$ cat src/common/iea_pkg.sv
// constants and types for the enable, abort and command-hold control block
// assumes one core clock; register offsets are byte addresses on the plain port
// Operation
// - hold bit set: master starts nothing
// - hold bit clear: start on first entry
// - commands queued while held wait for clear
// - abort bit starts abort, reads busy
// - abort write ignored unless already enabled
// - abort: finish transfer, stop, flush transmit
// - abort completion raises transmit abort flag
// - hardware clears abort bit when finished
// - disabled: both fifos flushed and held empty
// - interrupt status kept until controller idle
// - disabled mid transmit: finish, stop, discard
// - disabled mid receive: nack current byte
// - asynchronous clocks: two cycle enable delay
// - all control bits reset to zero
// - disable forces fifo status bits empty
// - abort clear read releases transmit flush
package iea_pkg;
  // register byte offsets
  localparam logic [7:0] IEA_OFS_ENABLE = 8'h6C;
  localparam logic [7:0] IEA_OFS_STATUS = 8'h70;
  localparam logic [7:0] IEA_OFS_ABRT_CLR = 8'h54;
  localparam logic [7:0] IEA_OFS_INTR = 8'h2C;
  // controller_enable_control fields
  localparam int IEA_EN_BIT = 0;
  localparam int IEA_ABORT_BIT = 1;
  localparam int IEA_HOLD_BIT = 2;
  localparam logic IEA_ENABLE_RST = 1'b0;
  localparam logic IEA_ABORT_RST = 1'b0;
  localparam logic IEA_HOLD_DEFAULT = 1'b0; // command_hold_default
  // transfer_status_register fields
  localparam int IEA_ST_ACT = 0;
  localparam int IEA_ST_TFNF = 1;
  localparam int IEA_ST_TFE = 2;
  localparam int IEA_ST_RFNE = 3;
  localparam int IEA_ST_RFF = 4;
  localparam int IEA_ST_MST = 5;
  localparam int IEA_ST_SLV = 6;
  // masked_interrupt_status field
  localparam int IEA_INT_TXABRT = 6;
  // clock edges per byte including acknowledge
  localparam logic [3:0] IEA_BYTE_EDGES = 4'h9;
  // clock_relation_parameter value for asynchronous clocks
  localparam int IEA_CLK_ASYNC = 1;
  // abort and shutdown sequencer
  typedef enum logic [1:0] {IEA_SQ_IDLE, IEA_SQ_WAIT, IEA_SQ_STOP, IEA_SQ_DONE} iea_seq_t;
endpackage

$ cat src/common/iea_line_if.sv
// bus line events passed from the line monitor to the control block
// assumes both ends on the core clock
`timescale 1ns/10ps
interface iea_line_if;
  logic start_det; // start condition seen, pulse
  logic stop_det;  // stop condition seen, pulse
  logic byte_end;  // byte plus acknowledge clocked out, pulse
  logic bus_busy;  // between start and stop, level
  modport mon (output start_det, output stop_det, output byte_end, output bus_busy);
  modport ctl (input start_det, input stop_det, input byte_end, input bus_busy);
endinterface

$ cat src/rtl/iea_line_mon.sv
// watches the serial clock and data lines and reports start, stop and byte ends
// assumes both lines are asynchronous pins, sampled by the core clock
`timescale 1ns/10ps
module iea_line_mon (
  // clock and reset
  input wire logic i_clk,
  input wire logic i_rst_b,
  // pins
  input wire logic i_scl,
  input wire logic i_sda,
  // events
  iea_line_if.mon line
);
  import iea_pkg::*;

  logic [1:0] scl_sync, next_scl_sync; // [0] is read only by [1]
  logic [1:0] sda_sync, next_sda_sync;
  logic scl_prev, next_scl_prev;
  logic sda_prev, next_sda_prev;
  logic [3:0] edge_cnt, next_edge_cnt; // rising clock edges in this byte
  logic start_q, next_start_q;
  logic stop_q, next_stop_q;
  logic byte_q, next_byte_q;
  logic busy_q, next_busy_q;
  logic scl_rise, scl_fall, is_start, is_stop;

  // edge detection runs only on the second stage
  always_comb begin
    next_scl_sync = {scl_sync[0], i_scl};
    next_sda_sync = {sda_sync[0], i_sda};
    next_scl_prev = scl_sync[1];
    next_sda_prev = sda_sync[1];
    scl_rise = scl_sync[1] && !scl_prev;
    scl_fall = !scl_sync[1] && scl_prev;
    // data moving while clock high marks start or stop
    is_start = scl_sync[1] && scl_prev && sda_prev && !sda_sync[1];
    is_stop = scl_sync[1] && scl_prev && !sda_prev && sda_sync[1];
    next_start_q = is_start;
    next_stop_q = is_stop;
    next_byte_q = 1'b0;
    next_busy_q = busy_q;
    next_edge_cnt = edge_cnt;
    if (is_start) begin
      // repeated start also restarts the byte
      next_busy_q = 1'b1;
      next_edge_cnt = 4'h0;
    end else if (is_stop) begin
      next_busy_q = 1'b0;
      next_edge_cnt = 4'h0;
    end else if (busy_q && scl_rise) begin
      next_edge_cnt = edge_cnt + 4'h1;
    end else if (busy_q && scl_fall && edge_cnt == IEA_BYTE_EDGES) begin
      // acknowledge clock done, the next bit starts a new byte
      next_byte_q = 1'b1;
      next_edge_cnt = 4'h0;
    end
  end

  // idle bus lines are high
  always_ff @(posedge i_clk or negedge i_rst_b) begin
    if (!i_rst_b) begin
      scl_sync <= 2'h3;
      sda_sync <= 2'h3;
      scl_prev <= 1'b1;
      sda_prev <= 1'b1;
      edge_cnt <= 4'h0;
      start_q <= 1'b0;
      stop_q <= 1'b0;
      byte_q <= 1'b0;
      busy_q <= 1'b0;
    end else begin
      scl_sync <= next_scl_sync;
      sda_sync <= next_sda_sync;
      scl_prev <= next_scl_prev;
      sda_prev <= next_sda_prev;
      edge_cnt <= next_edge_cnt;
      start_q <= next_start_q;
      stop_q <= next_stop_q;
      byte_q <= next_byte_q;
      busy_q <= next_busy_q;
    end
  end

  assign line.start_det = start_q;
  assign line.stop_det = stop_q;
  assign line.byte_end = byte_q;
  assign line.bus_busy = busy_q;
endmodule

$ cat src/rtl/iea_ctrl.sv
// enable, abort and command-hold control with its register port
// assumes the bus engine and fifos sit on the same core clock; pins are asynchronous
`timescale 1ns/10ps
module iea_ctrl #(
  parameter int FIFO_DEPTH = 16,
  parameter int CLK_TYPE = 1,
  parameter int LVL_W = $clog2(FIFO_DEPTH + 1)
) (
  // clock and reset
  input wire logic i_clk,
  input wire logic i_rst_b,
  // register port
  input wire logic [7:0] i_addr,
  input wire logic [31:0] i_wdata,
  input wire logic i_wr,
  input wire logic i_rd,
  output logic [31:0] o_rdata,
  // bus pins
  input wire logic i_scl,
  input wire logic i_sda,
  // engine and fifo status
  input wire logic [LVL_W-1:0] i_tx_level,
  input wire logic [LVL_W-1:0] i_rx_level,
  input wire logic i_mst_active,
  input wire logic i_slv_active,
  input wire logic i_receiving,
  // engine control
  output logic o_en_core,
  output logic o_start_en,
  output logic o_stop_req,
  output logic o_nack_req,
  output logic o_tx_flush,
  output logic o_rx_flush,
  output logic o_abort_irq
);
  import iea_pkg::*;

  // refused at elaboration: depth below 2, level width too small or unknown clock relation
  if (FIFO_DEPTH < 2 || LVL_W < $clog2(FIFO_DEPTH + 1)
      || (CLK_TYPE != 0 && CLK_TYPE != IEA_CLK_ASYNC)) begin : g_bad_param
    $error("iea_ctrl: unsupported parameters");
  end

  iea_line_if line ();

  iea_line_mon u_mon (
    .i_clk(i_clk),
    .i_rst_b(i_rst_b),
    .i_scl(i_scl),
    .i_sda(i_sda),
    .line(line)
  );

  // register state
  logic enable, next_enable;   // software enable
  logic abort, next_abort;     // abort in progress
  logic hold, next_hold;       // command hold
  logic en_d1, next_en_d1;     // delay stages toward the core side
  logic en_d2, next_en_d2;
  logic en_eff;                // enable as the core sees it
  // sequencer state
  iea_seq_t seq, next_seq;
  logic by_abort, next_by_abort; // sequence started by abort, not by disable
  logic tx_hold, next_tx_hold;   // transmit flushed until abort clear read
  logic txabrt, next_txabrt;     // transmit abort status flag
  // registered outputs
  logic [31:0] next_rdata;
  logic next_start_en, next_stop_req, next_nack_req;
  logic next_tx_flush, next_rx_flush;
  logic wr_en, rd_clr, idle_all, tx_empty;

  // one decode shared by writes and reads
  function automatic logic hit(input logic [7:0] a, input logic [7:0] ofs);
    hit = (a == ofs);
  endfunction

  // control register and enable delay
  always_comb begin
    wr_en = i_wr && hit(i_addr, IEA_OFS_ENABLE);
    next_enable = enable;
    next_hold = hold;
    next_abort = abort;
    if (wr_en) begin
      // reserved bits are dropped here
      next_enable = i_wdata[IEA_EN_BIT];
      next_hold = i_wdata[IEA_HOLD_BIT];
      if (i_wdata[IEA_ABORT_BIT] && enable) begin
        next_abort = 1'b1;
      end
    end
    // only completion clears it, a written zero does nothing
    if (seq == IEA_SQ_DONE && by_abort) begin
      next_abort = 1'b0;
    end
    next_en_d1 = enable;
    next_en_d2 = en_d1;
  end

  // asynchronous relation costs two core cycles
  assign en_eff = (CLK_TYPE == IEA_CLK_ASYNC) ? en_d2 : enable;

  always_ff @(posedge i_clk or negedge i_rst_b) begin
    if (!i_rst_b) begin
      enable <= IEA_ENABLE_RST;
      abort <= IEA_ABORT_RST;
      hold <= IEA_HOLD_DEFAULT;
      en_d1 <= 1'b0;
      en_d2 <= 1'b0;
    end else begin
      enable <= next_enable;
      abort <= next_abort;
      hold <= next_hold;
      en_d1 <= next_en_d1;
      en_d2 <= next_en_d2;
    end
  end

  // abort and shutdown sequencer
  always_comb begin
    next_seq = seq;
    next_by_abort = by_abort;
    unique case (seq)
      IEA_SQ_IDLE: begin
        if (abort && en_eff) begin
          next_seq = IEA_SQ_WAIT;
          next_by_abort = 1'b1;
        end else if (!en_eff && line.bus_busy && (i_mst_active || i_slv_active)) begin
          // disabled mid transfer, finish the byte first
          next_seq = IEA_SQ_WAIT;
          next_by_abort = 1'b0;
        end
      end
      IEA_SQ_WAIT: begin
        // current transfer completes before the stop
        if (line.byte_end || !line.bus_busy) begin
          next_seq = (i_mst_active || by_abort) ? IEA_SQ_STOP : IEA_SQ_DONE;
        end
      end
      IEA_SQ_STOP: begin
        if (line.stop_det || !line.bus_busy) begin
          next_seq = IEA_SQ_DONE;
        end
      end
      IEA_SQ_DONE: begin
        next_seq = IEA_SQ_IDLE;
      end
    endcase
  end

  always_ff @(posedge i_clk or negedge i_rst_b) begin
    if (!i_rst_b) begin
      seq <= IEA_SQ_IDLE;
      by_abort <= 1'b0;
    end else begin
      seq <= next_seq;
      by_abort <= next_by_abort;
    end
  end

  // status flags, set wins over clear
  always_comb begin
    rd_clr = i_rd && hit(i_addr, IEA_OFS_ABRT_CLR);
    idle_all = !i_mst_active && !i_slv_active && !line.bus_busy;
    next_tx_hold = tx_hold;
    next_txabrt = txabrt;
    // reading the clear register frees the transmit path
    if (rd_clr) begin
      next_tx_hold = 1'b0;
      next_txabrt = 1'b0;
    end
    // flag survives disable until the controller is idle
    if (!en_eff && idle_all && seq == IEA_SQ_IDLE) begin
      next_txabrt = 1'b0;
    end
    if (seq == IEA_SQ_DONE && by_abort) begin
      next_txabrt = 1'b1;
      next_tx_hold = 1'b1;
    end
  end

  always_ff @(posedge i_clk or negedge i_rst_b) begin
    if (!i_rst_b) begin
      tx_hold <= 1'b0;
      txabrt <= 1'b0;
    end else begin
      tx_hold <= next_tx_hold;
      txabrt <= next_txabrt;
    end
  end

  // engine controls and read data
  always_comb begin
    tx_empty = (i_tx_level == '0);
    // queued commands wait while held
    next_start_en = en_eff && !hold && !tx_empty && !tx_hold && !abort
                    && seq == IEA_SQ_IDLE;
    next_stop_req = (seq == IEA_SQ_STOP);
    // receiving byte ends with no acknowledge
    next_nack_req = (seq == IEA_SQ_WAIT) && !by_abort && i_receiving;
    // disabled means both fifos held erased
    next_tx_flush = !en_eff || tx_hold || seq == IEA_SQ_DONE;
    next_rx_flush = !en_eff;
    next_rdata = 32'h0000_0000;
    if (i_rd) begin
      if (hit(i_addr, IEA_OFS_ENABLE)) begin
        // upper bits stay zero
        next_rdata[IEA_EN_BIT] = enable;
        next_rdata[IEA_ABORT_BIT] = abort;
        next_rdata[IEA_HOLD_BIT] = hold;
      end else if (hit(i_addr, IEA_OFS_STATUS)) begin
        // disabled fifos report empty
        next_rdata[IEA_ST_TFNF] = !enable || (i_tx_level != LVL_W'(FIFO_DEPTH));
        next_rdata[IEA_ST_TFE] = !enable || tx_empty;
        next_rdata[IEA_ST_RFNE] = enable && (i_rx_level != '0);
        next_rdata[IEA_ST_RFF] = enable && (i_rx_level == LVL_W'(FIFO_DEPTH));
        next_rdata[IEA_ST_MST] = i_mst_active;
        next_rdata[IEA_ST_SLV] = i_slv_active;
        next_rdata[IEA_ST_ACT] = i_mst_active || i_slv_active;
      end else if (hit(i_addr, IEA_OFS_INTR)) begin
        next_rdata[IEA_INT_TXABRT] = txabrt;
      end else if (hit(i_addr, IEA_OFS_ABRT_CLR)) begin
        next_rdata[0] = txabrt;
      end
    end
  end

  always_ff @(posedge i_clk or negedge i_rst_b) begin
    if (!i_rst_b) begin
      o_rdata <= 32'h0000_0000;
      o_en_core <= 1'b0;
      o_start_en <= 1'b0;
      o_stop_req <= 1'b0;
      o_nack_req <= 1'b0;
      o_tx_flush <= 1'b1;
      o_rx_flush <= 1'b1;
      o_abort_irq <= 1'b0;
    end else begin
      o_rdata <= next_rdata;
      o_en_core <= en_eff;
      o_start_en <= next_start_en;
      o_stop_req <= next_stop_req;
      o_nack_req <= next_nack_req;
      o_tx_flush <= next_tx_flush;
      o_rx_flush <= next_rx_flush;
      o_abort_irq <= txabrt;
    end
  end

  // checks on the block's own outputs and internal state
  hold_no_start_a: assert property (
    @(posedge i_clk) disable iff (!i_rst_b) hold |=> !o_start_en)
    else $error("start permitted while commands are held");

  auto_start_a: assert property (
    @(posedge i_clk) disable iff (!i_rst_b)
    en_eff && !hold && !tx_empty && !tx_hold && !abort && seq == IEA_SQ_IDLE |=> o_start_en)
    else $error("start not permitted with data waiting");

  abort_ignored_a: assert property (
    @(posedge i_clk) disable iff (!i_rst_b)
    wr_en && i_wdata[IEA_ABORT_BIT] && !enable && !abort |=> !abort)
    else $error("abort accepted while disabled");

  abort_sticky_a: assert property (
    @(posedge i_clk) disable iff (!i_rst_b)
    abort && !(seq == IEA_SQ_DONE && by_abort) |=> abort)
    else $error("abort bit dropped before completion");

  abort_stop_a: assert property (
    @(posedge i_clk) disable iff (!i_rst_b)
    $rose(seq == IEA_SQ_STOP) |-> ##1 o_stop_req)
    else $error("stop not requested during abort");

  abort_flag_a: assert property (
    @(posedge i_clk) disable iff (!i_rst_b)
    seq == IEA_SQ_DONE && by_abort |=> txabrt ##1 o_abort_irq)
    else $error("abort flag not raised at completion");

  flag_kept_a: assert property (
    @(posedge i_clk) disable iff (!i_rst_b)
    txabrt && !rd_clr && !(idle_all && seq == IEA_SQ_IDLE) |=> txabrt)
    else $error("abort flag lost before controller idle");

  abort_clear_a: assert property (
    @(posedge i_clk) disable iff (!i_rst_b)
    seq == IEA_SQ_DONE && by_abort |=> !abort && o_tx_flush)
    else $error("abort bit not cleared at completion");

  disable_flush_a: assert property (
    @(posedge i_clk) disable iff (!i_rst_b) !en_eff |=> o_tx_flush && o_rx_flush)
    else $error("fifos not flushed while disabled");

  status_empty_a: assert property (
    @(posedge i_clk) disable iff (!i_rst_b)
    i_rd && hit(i_addr, IEA_OFS_STATUS) && !enable
    |=> o_rdata[IEA_ST_TFE] && o_rdata[IEA_ST_TFNF] && !o_rdata[IEA_ST_RFNE])
    else $error("fifo status not empty while disabled");

  reserved_zero_a: assert property (
    @(posedge i_clk) disable iff (!i_rst_b)
    i_rd && hit(i_addr, IEA_OFS_ENABLE) |=> o_rdata[31:3] == 29'h0000_0000)
    else $error("reserved enable bits not zero");

  if (CLK_TYPE == IEA_CLK_ASYNC) begin : g_async_chk
    enable_delay_a: assert property (
      @(posedge i_clk) disable iff (!i_rst_b)
      $rose(enable) |-> !en_eff ##1 !en_eff ##1 en_eff)
      else $error("enable not delayed by two cycles");
  end
endmodule

$ cat config.mk
export PLATFORM = sky130hd
export DESIGN_NAME = iea_ctrl
export DESIGN_NICKNAME = d
export VERILOG_FILES = /design/src/common/iea_pkg.sv /design/src/common/iea_line_if.sv /design/src/rtl/iea_line_mon.sv /design/src/rtl/iea_ctrl.sv
export SDC_FILE = /design/constraint.sdc
export NUM_CORES = 1
export LEC_CHECK = 0
export BUFFER_PORTS_ARGS = -buffer_cell sky130_fd_sc_hd__buf_4
export CAP_MARGIN = 25
export CORE_UTILIZATION = 45
export CTS_CLUSTER_DIAMETER = 40
export DETAILED_ROUTE_END_ITERATION = 8
export GPL_ROUTABILITY_DRIVEN = 0
export HOLD_SLACK_MARGIN = 0.03
export PLACE_DENSITY_LB_ADDON = 0.05
export SLEW_MARGIN = 20
export SYNTH_ARGS = -nofsm -noshare
export SYNTH_HDL_FRONTEND = slang
export SYNTH_HIERARCHICAL = 1
export SYNTH_SLANG_ARGS = --single-unit
$ cat constraint.sdc
create_clock -name i_clk -period 1.5 [get_ports i_clk]
set_input_delay 0.45 -clock i_clk [delete_from_list [all_inputs] [get_ports i_clk]]
set_output_delay 0.45 -clock i_clk [all_outputs]
set_load 0.02 [all_outputs]
==> summary.md, run 1 <==
| Metric | Value |
|---|---|
| Remaining global-route overflow | 0 |
| Sum Neg Setup Slack | -0.4822 ns |
| Area post-placement | 2197 um^2 |
| Violated checks | negative setup slack |
| Die Ht | 66.02 um |
| Overall track demand over capacity in global routing | 0.1803 |
| Count of antenna-violating nets left after detailed routing | 0 |
| Peak ir drop on the vdd network | 0.0006336 V |
| Skew-Pair Late Insertion Delay | 0.29 ns |
| Length of the first detailed-routing pass in iterations | 5 |
| Clock transition at the registers of the reported paths | 0.07 ns |
| Tightest hold margin | 0.1099 ns |
| Critical path start-end classification | in -> reg |
| Netlist Area Pre-Place | 1844 um^2 |
| Cells along the critical path | buf_6 > or4b_4 > nor4_4 > nand2_2 > mux2_4 |
| Final layout net count | 292 |
| Worst endpoint required time | 1.68 ns |
| Die Footprint | 4359 um^2 |
| Unrepaired setup endpoints after global routing | yes |
| Critical Path Source | i_addr[1] |
| Setup slack of the critical path after layout | -0.1272 ns |
| Mapped Cells | 167 |
| Final std cell area, no fill | 2360 um^2 |
| Layout overhead on the synthesized area | 27.95% |
| Setup clock skew after layout | 0.004222 ns |
| Run status | complete, but fails checks |
| Clk sinks | 37 |
| Slowest cell delay on critical path | 0.57 ns |
| Clock period minus final worst setup slack | 1.627 ns |
| Finished Layout Cells | 276 |
| Setup slack at placement | -0.4518 ns |
| Routed length per placed instance | 12.46 um |
| Endpoint arrival time on the critical path | 1.80 ns |
| Per-cell via count in the routed design | 4.942 |
| Hold Vio Cnt, Final | 0 |
| Detailed Route WL | 3439 um |
| Mapped Avg Cell Area | 11.04 um^2 |
| Start of the worst register-to-register path | seq[0] |
| HPWL Detailed | 2587 um |
| Via count | 1364 |
| Initial core utilization | 0.4855 |
| Synth warnings | 6 |
| CTS tree | built |
| Width of the die | 66.02 um |
| Maximum Capacitance Violations | 0 |
| Clock root buffer master | sky130_fd_sc_hd__clkbuf_8 |
| Maximum frequency from static timing analysis | 614.6 MHz |
| Number of global-route vias before repair | 1238 |
| Area of the core | 3799 um^2 |
| Standard-cell row count | 22 |
| # placed instances | 266 |
| CP Buf/Inv Count | 1 |
| Initial antenna violation count | 0 |
| Hold crit path type | in -> async |
| Pin count of the biggest net entering global routing | 38 |
| CTS Buf Count | 5 |
| H-Tree Level Count | 2 |
| Global-route wire length before repair | 5727 um |
| Slowest stage cell on the critical path | sky130_fd_sc_hd__or4b_4 |
| Static Leak | 1.133 nW |
| Initial DRC Count | 37 |
| Category of the worst setup path capture point | flip-flop |
| Portion of the clock cycle consumed by the worst path in the final layout | 1.085 |
| Clock tree buffer depth | 2 |
| Count of port buffers added during placement | 43 |
| Power Dens Cells | 1183 nW/um^2 |
| Startpoint kind of the worst setup timing path | input pin |
| Family with the most delay on the worst path | simple AND/OR/NAND/NOR gates |
| Post-route DRC | 0 |
| Peak fanout along the critical path | 3 |
| Max-slew violation count | 0 |
| I/O pin count | 98 |
| Layout cells sized above 1 | 0.3991 |
| Final antenna diode count | 0 |
| Final setup violating endpoints | 9 |
| Number of buffers inserted by hold repair at cts | 0 |
[cell usage in the layout, fill, tap and decap left out, drive strengths merged, types with 3 or more instances in the layout]
master,count
a21oi,4
inv,10
buf,54
mux2,3
nand2,17
ha,6
dfrtp,29
nand3,3
o21ai,12
nor3b,4
nor2b,4
dfstp,8
conb,25
clkbuf,6
nor4,5
nor2,5
[state kept, by name (all words and copies together), names as in the netlist, 2 cells and up]
name            cells
u_mon/sda_sync      2
u_mon/edge_cnt      4
u_mon/scl_sync      2
seq                 2
o_rdata             7
[what timing repair did]
item                       CTS  global route
pin swaps                    0             2
buffers inserted             0             2
resized for setup            7            12
setup endpoints to repair   11            13
[per-stage QoR]
step,power [W],utilization
final,0.002792,0.6212
after global routing,0.002992,0.6212
after CTS,0.002746,0.6041
after detailed placement,0.002089,0.5784
after global placement,0.002047,0.5784
after floorplan,0.001771,-
[layout make-up]
class | instances | area, um^2
fill | 325 | 1439
clock buffer | 6 | 72.57
clock inverter | 2 | 10.01
multi-input combinational | 119 | 830.8
sequential | 37 | 935.9
timing repair buffer | 54 | 412.9
tap | 48 | 60.06
inverter | 10 | 37.54
[metal layers]
metal,wire [um],vias up,part of all wire,track usage
met5,0,-,0,0
met4,41,0,0.012,0.05585
met3,264,5,0.077,0.06724
met2,1547,58,0.45,0.2755
met1,1586,646,0.46,0.2362
li1,-,655,-,-
[path summary, 6_finish.rpt]
kind,to,slack (ns),cells past startpoint
max in group asynchronous,o_rx_flush,1.04,1
hold / removal,o_nack_req,0.11,1
setup / recovery,enable,-0.13,5
setup reg to reg,seq[1],0.05,6
hold reg to reg,en_d2,0.35,0
min in group i_clk,u_mon/sda_sync[0],0.27,1
[power by group]
group	switching (W)	internal [W]	total, W
Combinational	0.000436	0.000435	0.000871
Sequential	0.000126	0.00115	0.00127
Clock	0.000327	0.000321	0.000648
[worst register-to-register path, cell delays in order (launching register included)]
cell	delay (ns)
sky130_fd_sc_hd__dfrtp_1	0.40
sky130_fd_sc_hd__inv_1	0.08
sky130_fd_sc_hd__ha_1	0.17
sky130_fd_sc_hd__nor2b_1	0.18
sky130_fd_sc_hd__o21ai_2	0.09
sky130_fd_sc_hd__nand2_2	0.08
sky130_fd_sc_hd__mux2_2	0.33
(Power assumes the default switching activity.)
==> run 2: changes to the inputs <==
- CORE_UTILIZATION: 45 -> 44
- SYNTH_HIERARCHICAL: 1 -> not set
==> summary.md, run 2 <==
| Metric | Value |
|---|---|
| Final antenna diode count | 0 |
| Endpoint arrival time on the critical path | 1.62 ns |
| Stages on the worst setup path | 4 |
| Fraction of the yosys area taken by sequential cells | 0.5194 |
| Per-cell via count in the routed design | 4.777 |
| Number of global-route vias before repair | 1226 |
| Peak fanout along the critical path | 4 |
| Most used DFF post-synth | sky130_fd_sc_hd__dfrtp_1 |
| Most area-hungry cell type in the Yosys netlist | sky130_fd_sc_hd__dfrtp_1 |
| I/O pin count | 98 |
| Run status | complete, no violations |
| Critical Path Source | u_mon.scl_prev |
| Multiplexer share of the synthesized area | 0.01875 |
| Sum Neg Setup Slack | 0 ns |
| Switching power of the nets | 0.0008374 W |
| Worst endpoint required time | 1.68 ns |
| Area post-placement | 2213 um^2 |
| Die Footprint | 4355 um^2 |
| Final layout net count | 299 |
| CP Buf/Inv Count | 0 |
| Startpoint kind of the worst setup timing path | flip-flop |
| Initial DRC Count | 46 |
| Worst-case register-to-register setup slack | 0.06 ns |
| Setup clock skew after layout | 0.007986 ns |
| Portion of the clock cycle consumed by the worst path in the final layout | 0.9580 |
| Worst reg2reg endpoint | u_mon.edge_cnt[2] |
| Layout overhead on the synthesized area | 30.00% |
| Number of synthesized flops with an enable pin | 0 |
| Width of the die | 65.99 um |
| Top post-synthesis cells by area | sky130_fd_sc_hd__dfrtp_1, sky130_fd_sc_hd__dfstp_2, sky130_fd_sc_hd__buf_4 |
| Hold Vio Cnt, Final | 0 |
| Standard-cell row count | 22 |
| Cells along the critical path | nand2b_1 > o32ai_2 > nor2b_1 > a211o_1 |
| Via count | 1352 |
| Final setup violating endpoints | 0 |
| Path depth of the worst reg2reg path | 4 |
| Clock root buffer master | sky130_fd_sc_hd__clkbuf_8 |
| Util after Layout | 0.6166 |
| Final std cell area, no fill | 2342 um^2 |
| Peak ir drop on the vdd network | 0.0005799 V |
| Skew-Pair Late Insertion Delay | 0.29 ns |
| Unrepaired setup endpoints after global routing | yes |
| Most frequent standard cell in the layout excluding fill and tap cells | sky130_fd_sc_hd__buf_4 |
| Library cells used by synthesis | 44 |
| Synth warnings | 0 |
| Post-synth top cells | sky130_fd_sc_hd__dfrtp_1, sky130_fd_sc_hd__buf_4, sky130_fd_sc_hd__nand2_1 |
| Die Ht | 65.99 um |
| Compound-Gate Fraction of Synth Area | 0.1056 |
| Count of antenna-violating nets left after detailed routing | 0 |
| # placed instances | 272 |
| Most frequent cell after synthesis | sky130_fd_sc_hd__dfrtp_1 |
| Flip-flop count of the largest register, all copies and words added | 7 |
| Sequential power share | 0.428 |
| Family with the most delay on the worst path | compound AO/OA/AOI/OAI gates |
| Largest registers | o_rdata x7, u_mon.edge_cnt x4 |
| Hold crit path type | in -> async |
| Async S/R FF share, synth | 1.000 |
| Routed length per placed instance | 12.19 um |
| Max-slew violation count | 0 |
| Clock power share | 0.259 |
| Maximum frequency from static timing analysis | 695.9 MHz |
| Finished Layout Cells | 283 |
| Area of the core | 3799 um^2 |
| Most frequent cells in the layout | sky130_fd_sc_hd__buf_4, sky130_fd_sc_hd__dfrtp_1, sky130_fd_sc_hd__conb_1 |
| Comb pwr share | 0.314 |
| Clk sinks | 37 |
| Overall track demand over capacity in global routing | 0.1701 |
| Int Power | 0.001951 W |
| Top reg by flops | o_rdata |
| Post-synthesis xor/xnor area fraction | 0.004861 |
| Slowest cell delay on critical path | 0.55 ns |
| Remaining global-route overflow | 0 |
| HPWL Detailed | 2605 um |
| Mapped Cells | 166 |
| Fraction of the mapped netlist area in adder cells | 0.04167 |
| Number of buffers inserted by hold repair at cts | 0 |
| Power Dens Cells | 1191 nW/um^2 |
| Clock tree buffer depth | 2 |
| Share of synthesized cell area in and, or, nand and nor gates | 0.1819 |
| Netlist Area Pre-Place | 1802 um^2 |
| Clock transition at the registers of the reported paths | 0.08 ns |
| Mapped Avg Cell Area | 10.85 um^2 |
| Maximum Capacitance Violations | 0 |
| Worst setup endpoint | u_mon.edge_cnt[2] |
| Static Leak | 1.177 nW |
| Critical path start-end classification | reg -> reg |
| Detailed Route WL | 3449 um |
| Switching fraction of total power | 0.3003 |
| Start of the worst register-to-register path | u_mon.scl_prev |
| Total power consumption of the routed design | 0.002789 W |
| Initial core utilization | 0.4743 |
| Count of port buffers added during placement | 43 |
| Area share of the leading cell type in the synthesized netlist | 0.4028 |
| Initial antenna violation count | 0 |
| Length of the first detailed-routing pass in iterations | 4 |
| Slowest stage cell on the critical path | sky130_fd_sc_hd__dfstp_2 |
| CTS tree | built |
| CTS Buf Count | 5 |
| Category of the worst setup path capture point | flip-flop |
| Pin count of the biggest net entering global routing | 38 |
| Clock period minus final worst setup slack | 1.437 ns |
| Dominant combinational cell family by area after synthesis | simple AND/OR/NAND/NOR gates |
| Global-route wire length before repair | 5402 um |
| Post-route DRC | 0 |
| Layout cells sized above 1 | 0.4000 |
| H-Tree Level Count | 2 |
| Synthesis-stage register bit count | 37 |
-- run 2: logic make-up after synthesis --
kind of cell,Yosys count
simple gates,56
flops,37
buf+inv,35
compound gates,27
fa+ha+maj,6
mux,3
other cells,1
xor+xnor,1
-- run 2: worst min path at each step --
stage / startpoint / end / slack (ns) / depth (start not counted)
6_report: i_rst_b / o_stop_req / 0.11 / 1
5_1_grt: i_rst_b / en_d1 / 0.14 / 1
4_1_cts: i_rst_b / o_stop_req / 0.12 / 1
3_5_place_dp: en_d1 / en_d2 / 0.34 / 0
3_3_place_gp: en_d1 / en_d2 / 0.33 / 0
2_1_floorplan: i_rst_b / abort / 0.15 / 0
-- run 2: layout make-up --
cell class                 count  area (um^2)
tap                           48        60.06
timing repair buffer          64        480.5
clock buffer                   6        82.58
clock inverter                 2        13.76
fill                         325         1456
multi-input combinational    118        739.5
inverter                       8        30.03
sequential                    37        935.9
-- run 2: worst register-to-register path: stages, from the launching register on --
cell,delay [ns]
sky130_fd_sc_hd__dfstp_2,0.55
sky130_fd_sc_hd__nand2b_1,0.09
sky130_fd_sc_hd__o32ai_2,0.30
sky130_fd_sc_hd__nor2b_1,0.10
sky130_fd_sc_hd__a211o_1,0.30
-- run 2: repair_timing --
action / CTS / global route
setup buffers: 0 / 3
endpoints found under the setup margin: 2 / 3
gates resized for setup: 3 / 2
pin swaps: 1 / 3
endpoints found under the hold margin: 0 / 0
-- run 2: layer usage --
| layer | routed length, um | track usage | share of wire | vias to the layer above |
|---|---|---|---|---|
| li1 | - | - | - | 659 |
| met4 | 34 | 0.05585 | 0.0099 | 0 |
| met5 | 0 | 0 | 0 | - |
| met3 | 231 | 0.06034 | 0.067 | 4 |
| met1 | 1561 | 0.2138 | 0.45 | 625 |
| met2 | 1622 | 0.2717 | 0.47 | 64 |
-- run 2: power groups by stage --
stage / Clock [W] / Sequential (W) / Combinational [W]
finish: 0.000721 / 0.00119 / 0.000875
global route: 0.000784 / 0.00121 / 0.000961
CTS: 0.000743 / 0.00119 / 0.000829
detailed placement: 0 / 0.00121 / 0.000820
global placement: 0 / 0.00120 / 0.000787
floorplan: 0 / 0.00124 / 0.000446
-- run 2: metrics by stage --
stage	setup WS, ns	hold WS, ns
after floorplan	0.01952	0.1544
after global placement	-0.08671	0.3329
after detailed placement	-0.1077	0.3363
after CTS	0.007549	0.1220
after global routing	-0.005887	0.1380
final	0.06307	0.1090
==> run 3: changes to the inputs <==
- BUFFER_PORTS_ARGS: -buffer_cell sky130_fd_sc_hd__buf_4 -> -buffer_cell sky130_fd_sc_hd__buf_2
==> summary.md, run 3 (synthesized netlist as in run 2, its figures left out) <==
| Metric | Value |
|---|---|
| Run status | complete, no violations |
| H-Tree Level Count | 2 |
| Endpoint arrival time on the critical path | 1.64 ns |
| Setup clock skew after layout | 0.008780 ns |
| Per-cell via count in the routed design | 4.720 |
| Initial core utilization | 0.4743 |
| Maximum frequency from static timing analysis | 680.8 MHz |
| Post-route DRC | 0 |
| Worst endpoint required time | 1.68 ns |
| Portion of the clock cycle consumed by the worst path in the final layout | 0.9792 |
| Length of the first detailed-routing pass in iterations | 4 |
| Flip-flop count of the largest register, all copies and words added | 7 |
| Top reg by flops | o_rdata |
| Clock period minus final worst setup slack | 1.469 ns |
| Static Leak | 1.183 nW |
| Initial antenna violation count | 0 |
| CTS Buf Count | 5 |
| Clock tree buffer depth | 2 |
| Routed length per placed instance | 12.34 um |
| Maximum Capacitance Violations | 0 |
| Die Footprint | 4355 um^2 |
| Category of the worst setup path capture point | flip-flop |
| Area of the core | 3799 um^2 |
| Pin count of the biggest net entering global routing | 38 |
| Count of port buffers added during placement | 43 |
| Final setup violating endpoints | 0 |
| Cells along the critical path | inv_2 > buf_4 > ha_1 > o211ai_1 > nand2_1 > mux2_2 |
| Power Dens Cells | 1298 nW/um^2 |
| Skew-Pair Late Insertion Delay | 0.29 ns |
| Family with the most delay on the worst path | flip-flops |
| Count of antenna-violating nets left after detailed routing | 0 |
| Overall track demand over capacity in global routing | 0.1737 |
| Final antenna diode count | 0 |
| Setup slack at placement | -0.1033 ns |
| CP Buf/Inv Count | 2 |
| Width of the die | 65.99 um |
| Startpoint kind of the worst setup timing path | flip-flop |
| Detailed Route WL | 3528 um |
| Critical path start-end classification | reg -> reg |
| HPWL Detailed | 2661 um |
| Most frequent standard cell in the layout excluding fill and tap cells | sky130_fd_sc_hd__buf_2 |
| Max-slew violation count | 0 |
| Slowest cell delay on critical path | 0.43 ns |
| Total power consumption of the routed design | 0.003008 W |
| Stages on the worst setup path | 6 |
| Initial DRC Count | 72 |
| Clk sinks | 37 |
| Remaining global-route overflow | 0 |
| Die Ht | 65.99 um |
| Clock transition at the registers of the reported paths | 0.08 ns |
| Hold crit path type | in -> async |
| Via count | 1350 |
| Path depth of the worst reg2reg path | 6 |
| Layout cells sized above 1 | 0.4202 |
| Number of global-route vias before repair | 1150 |
| Final layout net count | 302 |
| Hold Vio Cnt, Final | 0 |
| CTS tree | built |
| Setup slack of the critical path after layout | 0.03122 ns |
| Standard-cell row count | 22 |
| Slowest stage cell on the critical path | sky130_fd_sc_hd__dfrtp_1 |
| Global-route wire length before repair | 5595 um |
| Most frequent cells in the layout | sky130_fd_sc_hd__buf_2, sky130_fd_sc_hd__dfrtp_1, sky130_fd_sc_hd__conb_1 |
| Sum Neg Setup Slack | 0 ns |
| Largest registers | o_rdata x7, u_mon.edge_cnt x4 |
| I/O pin count | 98 |
| Clock root buffer master | sky130_fd_sc_hd__clkbuf_8 |
| Layout overhead on the synthesized area | 28.61% |
| Peak ir drop on the vdd network | 0.0006530 V |
| Tightest hold margin | 0.1172 ns |
| Number of buffers inserted by hold repair at cts | 0 |
| Peak fanout along the critical path | 4 |
-- run 3: what timing repair did --
item                       in CTS  in global routing
setup endpoints to repair       2                  3
buffers inserted                0                  5
pin swaps                       1                  2
gates resized for setup         1                  9
-- run 3: final timing paths --
path	startpoint	end	slack (ns)
worst max register to register	seq[0]	seq[1]	0.03
max in group asynchronous	i_rst_b	u_mon.sda_prev	1.12
worst min register to register	en_d1	en_d2	0.35
min in group i_clk	i_scl	u_mon.scl_sync[0]	0.26
worst min-delay path	i_rst_b	seq[1]	0.12
worst max-delay path	seq[0]	seq[1]	0.03
-- run 3: stage by stage --
stage | util | cells | area, um^2
global route | 0.6100 | 286 | 2317
CTS | 0.5903 | 281 | 2242
detailed placement | 0.5596 | 273 | 2126
floorplan | - | 190 | 1892
global placement | 0.5596 | 273 | 2126
finish | 0.6100 | 286 | 2317
-- run 3: final cells by class --
cell class              count  area (um^2)
clock inverters             1        30.03
clock buffers               7        86.33
repair buffers             67        407.9
flip-flops and latches     37        935.9
fillers                   349         1481
inverters                   8        30.03
multi-input cells         118        767.0
well taps                  48        60.06
-- run 3: routing by layer --
layer	vias to the layer above	wire [um]	part of all wire	global-route usage
met1	632	1627	0.46	0.2456
met4	0	0	0	0.04787
met3	0	185	0.052	0.05345
met5	-	0	0	0
li1	664	-	-	-
met2	54	1716	0.49	0.2564
-- run 3: power breakdown --
group	internal, W	switching [W]	total (W)
combinational	0.000487	0.000430	0.000917
sequential	0.00111	0.0000939	0.00121
clock	0.000542	0.000342	0.000884
total	0.00214	0.000866	0.00301
